<file path="src/pkg/spic_pkg.sv">
// constants, field layouts and types shared by the serial port block
`default_nettype none
package spic_pkg;
  localparam int AW = 8;
  localparam int DW = 4;
  localparam logic [AW-1:0] OFF_MODE     = 8'hc8;
  localparam logic [AW-1:0] OFF_CLK      = 8'hc9;
  localparam logic [AW-1:0] OFF_CTRL     = 8'hca;
  localparam logic [AW-1:0] OFF_ERR      = 8'hcb;
  localparam logic [AW-1:0] OFF_DATA_LO  = 8'hcc;
  localparam logic [AW-1:0] OFF_DATA_HI  = 8'hcd;
  localparam logic [AW-1:0] OFF_MASK     = 8'hf1;
  localparam logic [AW-1:0] OFF_FLAGS    = 8'hf9;
  localparam logic [AW-1:0] OFF_FLAG_CLR = 8'hfa;
  localparam int FLAG_RX   = 0;
  localparam int FLAG_TX   = 1;
  localparam int FLAG_ERR  = 2;
  localparam int CTRL_TX_ENABLE_BIT = 0;
  localparam int CTRL_TX_TRIGGER = 1;
  localparam int CTRL_RX_ENABLE_BIT = 2;
  localparam int CTRL_RX_TRIGGER = 3;
  localparam int ERR_OVR   = 0;
  localparam int ERR_PAR   = 1;
  localparam int ERR_FRM   = 2;
  localparam int CLK_PKIND = 2;
  localparam int CLK_PON   = 3;
  localparam int MODE_LSB  = 1;
  localparam logic [DW-1:0] NIBBLE_RESET = 4'h0;
  localparam logic [7:0]    DATA_RESET   = 8'h00;
  localparam logic [2:0]    HALF_DIV16   = 3'h7;
  localparam logic [2:0]    HALF_DIV8    = 3'h3;
  localparam logic [2:0]    HALF_DIV4    = 3'h1;
  typedef enum logic [1:0] {
    MODE_SYNC_MASTER = 2'b00,
    MODE_SYNC_SLAVE  = 2'b01,
    MODE_ASYNC7      = 2'b10,
    MODE_ASYNC8      = 2'b11
  } spic_mode_t;
  typedef enum logic [1:0] {
    CS_DIV16 = 2'b00,
    CS_DIV8  = 2'b01,
    CS_DIV4  = 2'b10,
    CS_TIMER = 2'b11
  } spic_clksrc_t;
  typedef enum logic [1:0] {
    RX_IDLE = 2'b00,
    RX_DATA = 2'b01,
    RX_STOP = 2'b10,
    RX_DONE = 2'b11
  } spic_rx_state_t;
  typedef struct packed {
    logic [AW-1:0] addr;
    logic [DW-1:0] wdata;
    logic          wr;
    logic          rd;
  } spic_bus_t;
endpackage
`default_nettype wire

</file>
<file path="src/rtl/spic_baud.sv">
// serial clock divider: one pulse per half serial clock period
`default_nettype none
module spic_baud (
  input  wire logic                  clk,
  input  wire logic                  rst,
  input  wire spic_pkg::spic_clksrc_t src,
  input  wire logic                  timer_uf,
  output logic                       tick
);
  import spic_pkg::*;
  logic [2:0] cnt_reg;
  logic [2:0] cnt_next;
  logic [2:0] top;

  always_comb begin
    case (src)
      CS_DIV16: top = HALF_DIV16;
      CS_DIV8:  top = HALF_DIV8;
      CS_DIV4:  top = HALF_DIV4;
      default:  top = HALF_DIV4;
    endcase
    cnt_next = (cnt_reg >= top) ? 3'h0 : cnt_reg + 3'h1;
    // timer source: serial clock is half the underflow rate, so each underflow is a half period
    tick = (src == CS_TIMER) ? timer_uf : (cnt_reg >= top);
  end

  always_ff @(posedge clk or posedge rst) begin
    if (rst) begin
      cnt_reg <= 3'h0;
    end else begin
      cnt_reg <= cnt_next;
    end
  end
endmodule // spic_baud
`default_nettype wire

</file>
<file path="src/rtl/spic_tx.sv">
// transmit frame builder and shifter
`default_nettype none
module spic_tx (
  input  wire logic       clk,
  input  wire logic       rst,
  input  wire logic       start,
  input  wire logic [7:0] data,
  input  wire logic       async,
  input  wire logic       bits8,
  input  wire logic       par_on,
  input  wire logic       par_odd,
  input  wire logic       shift_p,
  output logic            line,
  output logic            busy,
  output logic            done
);
  import spic_pkg::*;
  logic [10:0] sr_reg, sr_next, frame;
  logic [3:0]  cnt_reg, cnt_next, len_reg, len_next, len;
  logic        busy_next, line_reg, line_next;
  logic [7:0]  data_reg, data_next, d;
  logic        par;

  always_comb begin
    d = bits8 ? data : {1'b0, data[6:0]};
    par = par_odd ? ~(^d) : ^d;
    frame = '1;
    if (async) begin
      frame[0] = 1'b0;
      if (bits8) begin
        frame[8:1] = d;
        frame[9] = par_on ? par : 1'b1;
      end else begin
        frame[7:1] = d[6:0];
        frame[8] = par_on ? par : 1'b1;
      end
      len = 4'(bits8 ? 10 : 9) + 4'(par_on);
    end else begin
      frame[7:0] = data;
      len = 4'h8;
    end
    sr_next = sr_reg;
    cnt_next = cnt_reg;
    len_next = len_reg;
    busy_next = busy;
    line_next = line_reg;
    data_next = data_reg;
    done = 1'b0;
    if (start && !busy) begin
      sr_next = frame;
      len_next = len;
      cnt_next = 4'h0;
      busy_next = 1'b1;
      data_next = data;
    end else if (busy && shift_p) begin
      if (cnt_reg == len_reg) begin
        busy_next = 1'b0;
        line_next = 1'b1;
        done = 1'b1;
      end else begin
        line_next = sr_reg[0];
        sr_next = {1'b1, sr_reg[10:1]};
        cnt_next = cnt_reg + 4'h1;
      end
    end
  end

  always_ff @(posedge clk or posedge rst) begin
    if (rst) begin
      sr_reg <= '1;
      cnt_reg <= 4'h0;
      len_reg <= 4'h0;
      busy <= 1'b0;
      line_reg <= 1'b1;
      data_reg <= DATA_RESET;
    end else begin
      sr_reg <= sr_next;
      cnt_reg <= cnt_next;
      len_reg <= len_next;
      busy <= busy_next;
      line_reg <= line_next;
      data_reg <= data_next;
    end
  end
  assign line = line_reg;
endmodule // spic_tx
`default_nettype wire

</file>
<file path="src/rtl/spic_top.sv">
// serial port with interrupt flags, control registers and receiver
`default_nettype none
module spic_top (
  input  wire logic               CLOCK,
  input  wire logic               RESET,
  input  wire spic_pkg::spic_bus_t BUS,
  output logic [spic_pkg::DW-1:0] RDATA,
  output logic                    IRQ,
  input  wire logic               TIMER_UNDERFLOW,
  input  wire logic               SERIAL_IN,
  output logic                    SERIAL_OUT,
  input  wire logic               SCLK_IN,
  output logic                    SCLK_OUT,
  output logic                    SCLK_OE
);
  import spic_pkg::*;

  spic_mode_t     mode_reg, mode_next;
  spic_clksrc_t   cs_reg, cs_next;
  spic_rx_state_t rx_state, rx_state_next;
  logic           pkind_reg, pkind_next, pon_reg, pon_next;
  logic           tx_enable_bit_reg, tx_enable_bit_next, rx_enable_bit_reg, rx_enable_bit_next, rxbusy_reg, rxbusy_next;
  logic [2:0]     errf_reg, errf_next, flag_reg, flag_next, mask_reg, mask_next;
  logic [7:0]     data_reg, data_next, rx_sr, rx_sr_next;
  logic [3:0]     rx_cnt, rx_cnt_next, rdata_next;
  logic           rx_full, rx_full_next, rx_par, rx_par_next, ovr_reg, ovr_next;
  logic           phase_reg, phase_next, sclk_q, tick, fall_p, rise_p;
  logic           async, sync_slave, bits8, par_act, tx_busy, tx_done, tx_line, tx_start;
  logic           wr_ctrl, err_now, err_set, rx_set, any_en;
  logic [3:0]     nbits;

  assign async = mode_reg[1];
  assign sync_slave = (mode_reg == MODE_SYNC_SLAVE);
  assign bits8 = (mode_reg != MODE_ASYNC7);
  assign par_act = async && pon_reg;
  assign nbits = 4'(bits8 ? 8 : 7) + 4'(par_act);
  assign any_en = tx_enable_bit_reg || rx_enable_bit_reg;
  assign wr_ctrl = BUS.wr && BUS.addr == OFF_CTRL;

  spic_baud u_baud (
    .clk      (CLOCK),
    .rst      (RESET),
    .src      (cs_reg),
    .timer_uf (TIMER_UNDERFLOW),
    .tick     (tick)
  );

  // slave edges come from the pin; master and async edges come from the divider
  always_comb begin
    phase_next = tick ? ~phase_reg : phase_reg;
    if (sync_slave) begin
      fall_p = sclk_q && !SCLK_IN;
      rise_p = !sclk_q && SCLK_IN;
    end else begin
      fall_p = tick && phase_reg;
      rise_p = tick && !phase_reg;
    end
  end

  always_ff @(posedge CLOCK or posedge RESET) begin
    if (RESET) begin
      phase_reg <= 1'b1;
      sclk_q <= 1'b1;
    end else begin
      phase_reg <= phase_next;
      sclk_q <= SCLK_IN;
    end
  end

  // a trigger is refused while the line is shared with a running opposite direction
  assign tx_start = wr_ctrl && BUS.wdata[CTRL_TX_TRIGGER] && (tx_enable_bit_reg || BUS.wdata[CTRL_TX_ENABLE_BIT])
                    && !tx_busy && !(!async && rxbusy_reg);

  spic_tx u_tx (
    .clk     (CLOCK),
    .rst     (RESET),
    .start   (tx_start),
    .data    (data_reg),
    .async   (async),
    .bits8   (bits8),
    .par_on  (par_act),
    .par_odd (pkind_reg),
    .shift_p (fall_p),
    .line    (tx_line),
    .busy    (tx_busy),
    .done    (tx_done)
  );

  // receiver: sample on rise, report on the following fall
  always_comb begin
    rx_state_next = rx_state;
    rx_sr_next = rx_sr;
    rx_cnt_next = rx_cnt;
    rx_par_next = rx_par;
    ovr_next = ovr_reg;
    err_now = 1'b0;
    err_set = 1'b0;
    rx_set = 1'b0;
    case (rx_state)
      RX_IDLE: begin
        if (rxbusy_reg && rise_p && (!async || !SERIAL_IN)) begin
          rx_cnt_next = 4'h0;
          if (!async) begin
            rx_sr_next = {SERIAL_IN, rx_sr[7:1]};
            rx_cnt_next = 4'h1;
          end
          rx_state_next = RX_DATA;
        end
      end
      RX_DATA: begin
        if (rise_p) begin
          if (rx_cnt < (bits8 ? 4'h8 : 4'h7)) begin
            rx_sr_next = {SERIAL_IN, rx_sr[7:1]};
          end else begin
            rx_par_next = SERIAL_IN;
          end
          rx_cnt_next = rx_cnt + 4'h1;
          if (rx_cnt + 4'h1 == (async ? nbits : 4'h8)) begin
            rx_state_next = async ? RX_STOP : RX_DONE;
            ovr_next = !async && rx_full;
          end
        end
      end
      RX_STOP: begin
        if (rise_p) begin
          // a 7-bit frame leaves a stale bit at the bottom of the shifter, so it stays out of the parity
          err_now = !SERIAL_IN ||
                    (par_act && (rx_par != (pkind_reg ^ (bits8 ? ^rx_sr : ^rx_sr[7:1]))));
          err_set = err_now;
          ovr_next = rx_full;
          rx_state_next = RX_DONE;
        end
      end
      RX_DONE: begin
        if (fall_p) begin
          rx_set = !ovr_reg;
          rx_state_next = RX_IDLE;
        end
      end
      default: rx_state_next = RX_IDLE;
    endcase
  end

  always_ff @(posedge CLOCK or posedge RESET) begin
    if (RESET) begin
      rx_state <= RX_IDLE;
      rx_sr <= DATA_RESET;
      rx_cnt <= 4'h0;
      rx_par <= 1'b0;
      ovr_reg <= 1'b0;
    end else begin
      rx_state <= rx_state_next;
      rx_sr <= rx_sr_next;
      rx_cnt <= rx_cnt_next;
      rx_par <= rx_par_next;
      ovr_reg <= ovr_next;
    end
  end

  // register file
  always_comb begin
    mode_next = mode_reg;
    cs_next = cs_reg;
    pkind_next = pkind_reg;
    pon_next = pon_reg;
    tx_enable_bit_next = tx_enable_bit_reg;
    rx_enable_bit_next = rx_enable_bit_reg;
    mask_next = mask_reg;
    data_next = data_reg;
    rxbusy_next = rxbusy_reg;
    rx_full_next = rx_full;
    errf_next = errf_reg;
    flag_next = flag_reg;
    rdata_next = NIBBLE_RESET;
    if (BUS.wr) begin
      case (BUS.addr)
        // a mode change under a live transfer would corrupt the frame, so a mode write is ignored while either enable bit is set
        OFF_MODE: if (!any_en) mode_next = spic_mode_t'(BUS.wdata[MODE_LSB+1:MODE_LSB]);
        OFF_CLK: begin
          if (!any_en) cs_next = spic_clksrc_t'(BUS.wdata[1:0]);
          pkind_next = BUS.wdata[CLK_PKIND];
          pon_next = BUS.wdata[CLK_PON];
        end
        OFF_CTRL: begin
          tx_enable_bit_next = BUS.wdata[CTRL_TX_ENABLE_BIT];
          rx_enable_bit_next = BUS.wdata[CTRL_RX_ENABLE_BIT];
        end
        OFF_ERR: errf_next = errf_reg & ~BUS.wdata[2:0];
        OFF_DATA_LO: data_next[3:0] = BUS.wdata;
        OFF_DATA_HI: data_next[7:4] = BUS.wdata;
        OFF_MASK: mask_next = BUS.wdata[2:0];
        OFF_FLAG_CLR: flag_next = flag_reg & ~BUS.wdata[2:0];
        default: ;
      endcase
    end
    if (BUS.rd) begin
      case (BUS.addr)
        OFF_MODE: rdata_next = {1'b0, mode_reg, 1'b0};
        OFF_CLK: rdata_next = {pon_reg, pkind_reg, cs_reg};
        OFF_CTRL: rdata_next = {rxbusy_reg, rx_enable_bit_reg, tx_busy, tx_enable_bit_reg};
        OFF_ERR: rdata_next = {1'b0, errf_reg};
        OFF_DATA_LO: rdata_next = data_reg[3:0];
        OFF_DATA_HI: begin
          rdata_next = data_reg[7:4];
          rx_full_next = 1'b0;
        end
        OFF_MASK: rdata_next = {1'b0, mask_reg};
        OFF_FLAGS: begin
          rdata_next = {1'b0, flag_reg};
          flag_next = 3'h0;
        end
        default: rdata_next = NIBBLE_RESET;
      endcase
    end
    if (wr_ctrl && BUS.wdata[CTRL_RX_TRIGGER] && (rx_enable_bit_reg || BUS.wdata[CTRL_RX_ENABLE_BIT])
        && !(!async && tx_busy)) begin
      rxbusy_next = 1'b1;
    end
    if (!rx_enable_bit_next || (rx_set && !async)) begin
      rxbusy_next = 1'b0;
    end
    if (rx_set) begin
      data_next = bits8 ? rx_sr : {1'b0, rx_sr[7:1]};
      rx_full_next = 1'b1;
    end
    // hardware sets win over software clears in the same cycle
    if (err_set) begin
      errf_next[ERR_FRM] = errf_next[ERR_FRM] | !SERIAL_IN;
      errf_next[ERR_PAR] = errf_next[ERR_PAR] | SERIAL_IN;
    end
    if (ovr_next && !ovr_reg) begin
      errf_next[ERR_OVR] = 1'b1;
    end
    flag_next[FLAG_ERR] = flag_next[FLAG_ERR] | err_set | (ovr_next && !ovr_reg);
    flag_next[FLAG_TX] = flag_next[FLAG_TX] | tx_done;
    flag_next[FLAG_RX] = flag_next[FLAG_RX] | rx_set;
  end

  always_ff @(posedge CLOCK or posedge RESET) begin
    if (RESET) begin
      mode_reg <= MODE_SYNC_MASTER;
      cs_reg <= CS_DIV16;
      pkind_reg <= 1'b0;
      pon_reg <= 1'b0;
      tx_enable_bit_reg <= 1'b0;
      rx_enable_bit_reg <= 1'b0;
      mask_reg <= 3'h0;
      data_reg <= DATA_RESET;
      rxbusy_reg <= 1'b0;
      rx_full <= 1'b0;
      errf_reg <= 3'h0;
      flag_reg <= 3'h0;
      RDATA <= NIBBLE_RESET;
      SERIAL_OUT <= 1'b1;
      SCLK_OUT <= 1'b1;
      SCLK_OE <= 1'b0;
    end else begin
      mode_reg <= mode_next;
      cs_reg <= cs_next;
      pkind_reg <= pkind_next;
      pon_reg <= pon_next;
      tx_enable_bit_reg <= tx_enable_bit_next;
      rx_enable_bit_reg <= rx_enable_bit_next;
      mask_reg <= mask_next;
      data_reg <= data_next;
      rxbusy_reg <= rxbusy_next;
      rx_full <= rx_full_next;
      errf_reg <= errf_next;
      flag_reg <= flag_next;
      RDATA <= rdata_next;
      SERIAL_OUT <= tx_line;
      SCLK_OUT <= (mode_reg == MODE_SYNC_MASTER) ? phase_next : 1'b1;
      SCLK_OE <= (mode_reg == MODE_SYNC_MASTER) && (tx_busy || rxbusy_reg);
    end
  end

  assign IRQ = |(flag_reg & mask_reg);
endmodule // spic_top
`default_nettype wire

</file>
<file path="config.mk">
export PLATFORM = sky130hd
export DESIGN_NAME = spic_top
export DESIGN_NICKNAME = d
export VERILOG_FILES = /design/src/pkg/spic_pkg.sv /design/src/rtl/spic_baud.sv /design/src/rtl/spic_tx.sv /design/src/rtl/spic_top.sv
export SDC_FILE = /design/constraint.sdc
export NUM_CORES = 1
export LEC_CHECK = 0
export BUFFER_PORTS_ARGS = -buffer_cell sky130_fd_sc_hd__buf_2
export CAP_MARGIN = 40
export CORE_MARGIN = 3
export CORE_UTILIZATION = 40
export CTS_CLUSTER_SIZE = 24
export DETAILED_ROUTE_END_ITERATION = 6
export GPL_ROUTABILITY_DRIVEN = 0
export GPL_TIMING_DRIVEN = 0
export PLACE_DENSITY_LB_ADDON = 0.2
export SYNTH_ARGS = -nofsm -noshare
export SYNTH_HDL_FRONTEND = slang
export SYNTH_HIERARCHICAL = 1
export SYNTH_SLANG_ARGS = --single-unit
</file>
<file path="constraint.sdc">
create_clock -name CLOCK -period 3.5 [get_ports CLOCK]
set_input_delay 0.35 -clock CLOCK [delete_from_list [all_inputs] [get_ports CLOCK]]
set_output_delay 0.35 -clock CLOCK [all_outputs]
set_load 0.02 [all_outputs]
</file>
======== Word level (Yosys, flattened, before mapping) ========
Cells that the tools add are included.
storage, ports and cells
  register bits after elaboration ......... 76
  bits of input ports ..................... 19
  word-level logic and storage cells ...... 234
operators by class
  $add $sub $neg .......................... 5
  magnitude comparators ................... 2
  equal/unequal tests ..................... 27
  mux-type cells .......................... 79
  bitwise operators ....................... 16
  reduce and logical (&&, ||, !) cells .... 74
operators with widths
  kind                                          count
  2-to-1 mux 8 bit                              10
  equality test 8 bit (second input constant)   9
  2-to-1 mux 4 bit                              12
  2-to-1 mux 1 bit                              33
  2-to-1 mux 11 bit                             3
  case mux 4 bit (8 select lines)               1
  logical AND 1 bit                             24
  2-to-1 mux 3 bit                              7
  AND reduction 2 bit                           10
  nonzero test 2 bit                            10
  2-to-1 mux 2 bit                              8
  case mux 8 bit (2 select lines)               1
  XOR reduction 8 bit                           2
  != test 2 bit (second input constant)         7
  AND reduction 3 bit                           4
  zero test 1 bit                               10
  AND reduction 5 bit                           2
  AND 3 bit                                     3
  adder 4 x 1 -> 4 bit                          2
  adder 4 x 1 -> 4 bit (second input constant)  2
  equality test 4 bit                           2
  case mux 2 bit (4 select lines)               1
  case mux 4 bit (2 select lines)               1
  logical OR 1 bit                              7
  16 further kinds                              32

======== Depth between registers and ports, before layout ========
  word-level depth ........................ 11
  gate-level depth with buffers ........... 13
  depth with buffers taken out ............ 11

======== Cells and area by module ========
The synthesis kept the hierarchy.
modules (own cells, without submodules)
  module     instances  cells each  area each (µm²)  sequential area each (µm²)
  spic_top   1          304         3037.9           1306.3
  spic_tx    1          121         1181.1           514.2
  spic_baud  1          18          183.9            75.1

======== Worst setup path after synthesis ========
Ideal clock, no wire load.
  path type ............................... register -> register
  from .................................... reg cs_reg[1]
  to ...................................... reg flag_reg[2]
  data arrival time ....................... 2.436 ns
  required time ........................... 3.361 ns
  path slack .............................. 0.925 ns
  stages on the path, launching flop included .. 11
  buffers on the path ..................... 0
  period minus slack after synthesis ...... 2.575 ns
  path through ............................ dfrtp_1 -> or2_2 -> ha_1 -> a21oi_2 -> a21oi_1 -> ha_1 -> a21o_1 -> nand2_1 -> nor2_1 -> a22o_1 -> or4_1
on the way
  longest elaborated chain between the ends .. 10
  elaborated cells on any way between the ends .. 16
  those cells by class .................... order compare (1); eq/ne (2); mux (8); bitwise (2); reduce/logical (3)
ends and longest elaborated chain
  element                                                              line                              source
  start, declared                                                      spic_top.sv:19                    spic_clksrc_t cs_reg, cs_next;
  start signal, assigned                                               spic_top.sv:259                   cs_reg <= cs_next;
  equality test 2 x 1 -> 1 bit or zero test 2 bit (tied branches)      spic_baud.sv:16                   case (src)
  case mux 3 bit (2 select lines)                                      spic_baud.sv:16
  greater-or-equal comparator 3 bit                                    spic_baud.sv:24                   tick = (src == CS_TIMER) ? timer_uf : (cnt_reg >= top);
  2-to-1 mux 1 bit (*)                                                 spic_baud.sv:24
  via tick                                                             spic_top.sv:27                    logic phase_reg, phase_next, sclk_q, tick, fall_p, rise_p;
  logical AND 1 bit (*)                                                spic_top.sv:56                    rise_p = tick && !phase_reg;
  2-to-1 mux 1 bit (*)                                                 spic_top.sv:51                    if (sync_slave) begin
  2-to-1 mux 1 bit (on tied branches)                                  spic_top.sv:125, spic_top.sv:111
  case mux 1 bit (2 select lines) or 2-to-1 mux 1 bit (tied branches)  spic_top.sv:99                    case (rx_state)
  logical AND 1 bit or bitwise OR 1 bit (tied branches)                spic_top.sv:234                   flag_next[FLAG_ERR] = flag_next[FLAG_ERR] | err_set | (ovr_next && !ovr_reg);
  bitwise OR 1 bit (*)                                                 spic_top.sv:234
  via flag_next[2]                                                     spic_top.sv:23                    logic [2:0] errf_reg, errf_next, flag_reg, flag_next, mask_reg, mask_next;
  end signal, assigned                                                 spic_top.sv:269                   flag_reg <= flag_next;
  end, declared                                                        spic_top.sv:23
The timed path passes the listed nets; every way through them passes the cells marked *.
A chain may end at the register's enable or synchronous reset.

======== Worst setup path after layout ========
  from .................................... reg mode_reg[1]
  to ...................................... reg flag_reg[2]
on the way
  longest elaborated chain between the ends .. 10
  elaborated cells on any way between the ends .. 24
  those cells by class .................... add/sub (1); eq/ne (4); mux (10); bitwise (3); reduce/logical (6)
ends and longest elaborated chain
  element                                                              line                              source
  start, declared                                                      spic_top.sv:18                    spic_mode_t mode_reg, mode_next;
  start signal, assigned                                               spic_top.sv:258                   mode_reg <= mode_next;
  != test 2 bit                                                        spic_top.sv:34                    assign bits8 = (mode_reg != MODE_ASYNC7);
  2-to-1 mux 4 bit or 2-to-1 mux 1 bit (tied branches)                 spic_top.sv:36, spic_top.sv:128
  adder 4 x 1 -> 4 bit or bitwise XOR 1 bit (tied branches)            spic_top.sv:36, spic_top.sv:128
  2-to-1 mux 4 bit or != test 1 bit (tied branches)                    spic_top.sv:118, spic_top.sv:128
  equality test 4 bit or logical AND 1 bit (tied branches)             spic_top.sv:118, spic_top.sv:128
  2-to-1 mux 1 bit or logical OR 1 bit (tied branches)                 spic_top.sv:118, spic_top.sv:127
  2-to-1 mux 1 bit (on tied branches)                                  spic_top.sv:111, spic_top.sv:125
  case mux 1 bit (2 select lines) or 2-to-1 mux 1 bit (tied branches)  spic_top.sv:99
  logical AND 1 bit or bitwise OR 1 bit (tied branches)                spic_top.sv:234
  bitwise OR 1 bit (*)                                                 spic_top.sv:234
  via flag_next[2]                                                     spic_top.sv:23
Marks and branches as above.

==> flow_metrics.py <==
metrics = {
    "logic_synthesis": {
        "synth_top_cell_by_area": "dfrtp_1",
        "synthesis.area_per_instance_um2": 9.939,
        "synthArstFlopShare": 1.000,
        "yosysWarnings": 6,
        "yosys-top-cells-count": "nand2_1 (64), dfrtp_1 (60), nor2_1 (30)",
        "ys_ff_latch": 75,
        "yosysMostFrequentCell": "nand2_1",
        "synthesis.nets": 480,
        "synth_area_leaders": "dfrtp_1 (34%), dfstp_2 (9.0%), mux2_2 (6.6%)",
        "synth_top_area_frac": 0.3410,
        "syn-instance-count": 443,
        "synth_cell_types": 66,
        "synth_edf_count": 0,
        "seq_area_frac_synth": 0.4305,
        "syn_area_um2": 4403,
        "synth_ff_type": "dfrtp_1",
    },
    "die": {
        "start_util": 0.4190,
        "dieArea_um2": 12300,
        "rows": 37,
        "core_um2": 10510,
        "die_h_um": 110.9,
        "ios": 27,
        "die_width_um": 110.9,
    },
    "global_routing": {
        "use_met3": 0.04694,
        "grt_usage": 0.1748,
        "grt_busiest_layer": "met2",
        "grt.overflow.total": 0,
        "grt_max_degree": 37,
        "met1_usage": 0.2306,
        "grt_pass1_vias": 3389,
        "antenna_found_initial": 0,
        "grt_pass1_wl_mm": 17.13,
        "use_met2": 0.2694,
    },
    "cells_and_area": {
        "num_antenna_cells": 0,
        "final_util": 0.4726,
        "area_growth_syn_to_layout_pct": 12.79,
        "largest_reg_flops": 10,
        "num-nets-final": 515,
        "final_layout_size_suffix_gt1_frac": 0.2277,
    },
    "setup_path": {
        "startpoint_type": "flip-flop",
        "max_stage_delay_ns": 0.59,
        "worstPathRequired_ns": 3.74,
        "end_kind": "flip-flop",
        "cp_slowest_cell": "dfrtp_1",
        "crit_family": "simple AND/OR/NAND/NOR gates",
        "cp.arrival_ns": 3.37,
        "path_max_fanout": 10,
        "crit_buf_inv": 1,
        "critical_path_class": "reg -> reg",
        "cp_cell_sequence": "buf_1, nand2_1, ha_1, nor2b_1, xnor2_1, nand3b_1, a21oi_1, a22o_1, or4_1",
    },
    "pwr": {
        "leakage_nw": 2.221,
        "p_per_area_nw_per_um2": 605.1,
        "peakVddDrop_mv": 0.2820,
    },
    "detailed_routing": {
        "drtIter0Drc": 158,
        "ant_nets": 0,
        "wl_per_cell_um": 16.36,
        "vias_per_cell": 5.349,
        "drc": 0,
        "vias": 3311,
        "routed_wl_mm": 10.13,
        "firstDrtPassIters": 4,
    },
    "sta": {
        "rsz0062_at_grt": "no",
        "hold_violations": 0,
        "finalClockSkew_ns": 0.01943,
        "slew_headroom": 0.4412,
        "slew_viol_final": 0,
        "tns_ns": 0,
        "fin_crit_ns": 3.126,
        "max_freq_mhz": 319.9,
        "tightest_slew_ns": 0.8319,
        "fin_crit_sh": 0.8931,
        "finalSetupViolations": 0,
    },
    "cts": {
        "cts_sinks": 75,
        "cts_tree": "done",
        "cts-root-buf": "clkbuf_8",
        "worst_skew_pair.late_latency_ns": 0.37,
        "clk_pin_slew_worst_paths_ns": 0.08,
        "cts_buffer_depth": 2,
        "h-tree-depth": 3,
        "cts_buffers": 9,
        "post-cts-setup-buffers": 0,
    },
    "worst_hold_path": {
        "hp-class": "in -> reg",
    },
    "placement": {
        "port_buffers": 22,
        "dp_hpwl_mm": 7.571,
    },
    "run_status": {
        "status": "finished clean",
    },
    "job": {
        "drv_cap": 0,
    },
}
[worst paths after layout]
kind	depth (start not counted)	slack [ns]	from	endpoint
max in group asynchronous	3	2.33	RESET	u_tx/len_reg[2]
worst min register to register	0	0.37	u_tx/line	SERIAL_OUT
min in group asynchronous	3	0.42	RESET	u_baud/cnt_reg[2]
worst max-delay path	9	0.37	mode_reg[1]	flag_reg[2]
worst max register to register	9	0.37	mode_reg[1]	flag_reg[2]
worst min-delay path	1	0.1	SCLK_IN	sclk_q
[cell families after synthesis]
| family | after synthesis | synth area share |
|---|---|---|
| fa+ha+maj | 18 | 0.05115 |
| xor+xnor | 25 | 0.05286 |
| flops | 75 | 0.4305 |
| compound gates | 91 | 0.1427 |
| buf+inv | 36 | 0.03637 |
| mux | 41 | 0.1071 |
| simple gates | 157 | 0.1793 |
[final cells by class]
cell class,count,area (um2)
fillers,1016,5543
multi-input cells,332,2347
flip-flops and latches,75,1896
well taps,136,170.2
clock buffers,12,155.1
repair buffers,24,140.1
clock inverters,4,97.59
plain buffers,16,85.08
inverters,20,75.07
[placed cells by master, fill, tap and decap left out, types with 8 or more instances in the layout]
master     n
o21ai_0   19
xnor2_1   18
dfrtp_1   60
clkbuf_8  11
mux2_2    26
inv_1     18
nand2b_1   9
a21oi_1   23
nor2_1    30
a31oi_1    9
buf_2     27
nor2b_1    8
mux2i_1   13
dfstp_2   15
nand2_1   64
ha_1      18
[metal layers]
| metal | part of all wire | wire length [um] |
|---|---|---|
| met1 | 0.47 | 4770 |
| met2 | 0.45 | 4573 |
| met3 | 0.052 | 531 |
| met4 | 0.025 | 249 |
| met5 | 0 | 0 |
[repair_timing]
action | CTS | global route
hold endpoints to repair | 18 | 0
resized for setup | 0 | 0
hold buffers | 1 | 0
[per-stage QoR]
stage          area [um2]  std cells  worst slack (ns)  total power [W]  hold slack (ns)
4_1_cts              4966        619            0.4096         0.003042          0.08070
3_5_place_dp         4703        602            0.1885         0.002181           0.2752
5_1_grt              4966        619            0.1025         0.003241          0.07683
6_report             4966        619            0.3741         0.003005          0.09968
3_3_place_gp         4683        601            0.1795         0.002147           0.2543
2_1_floorplan        4403        443            0.9255         0.001934           0.1036
[report_power, final]
group	internal [W]	switching (W)
clock network	0.000513	0.000330
logic	0.000462	0.000475
registers	0.00104	0.000189
Note: power is estimated with default switching activity, not from simulation.
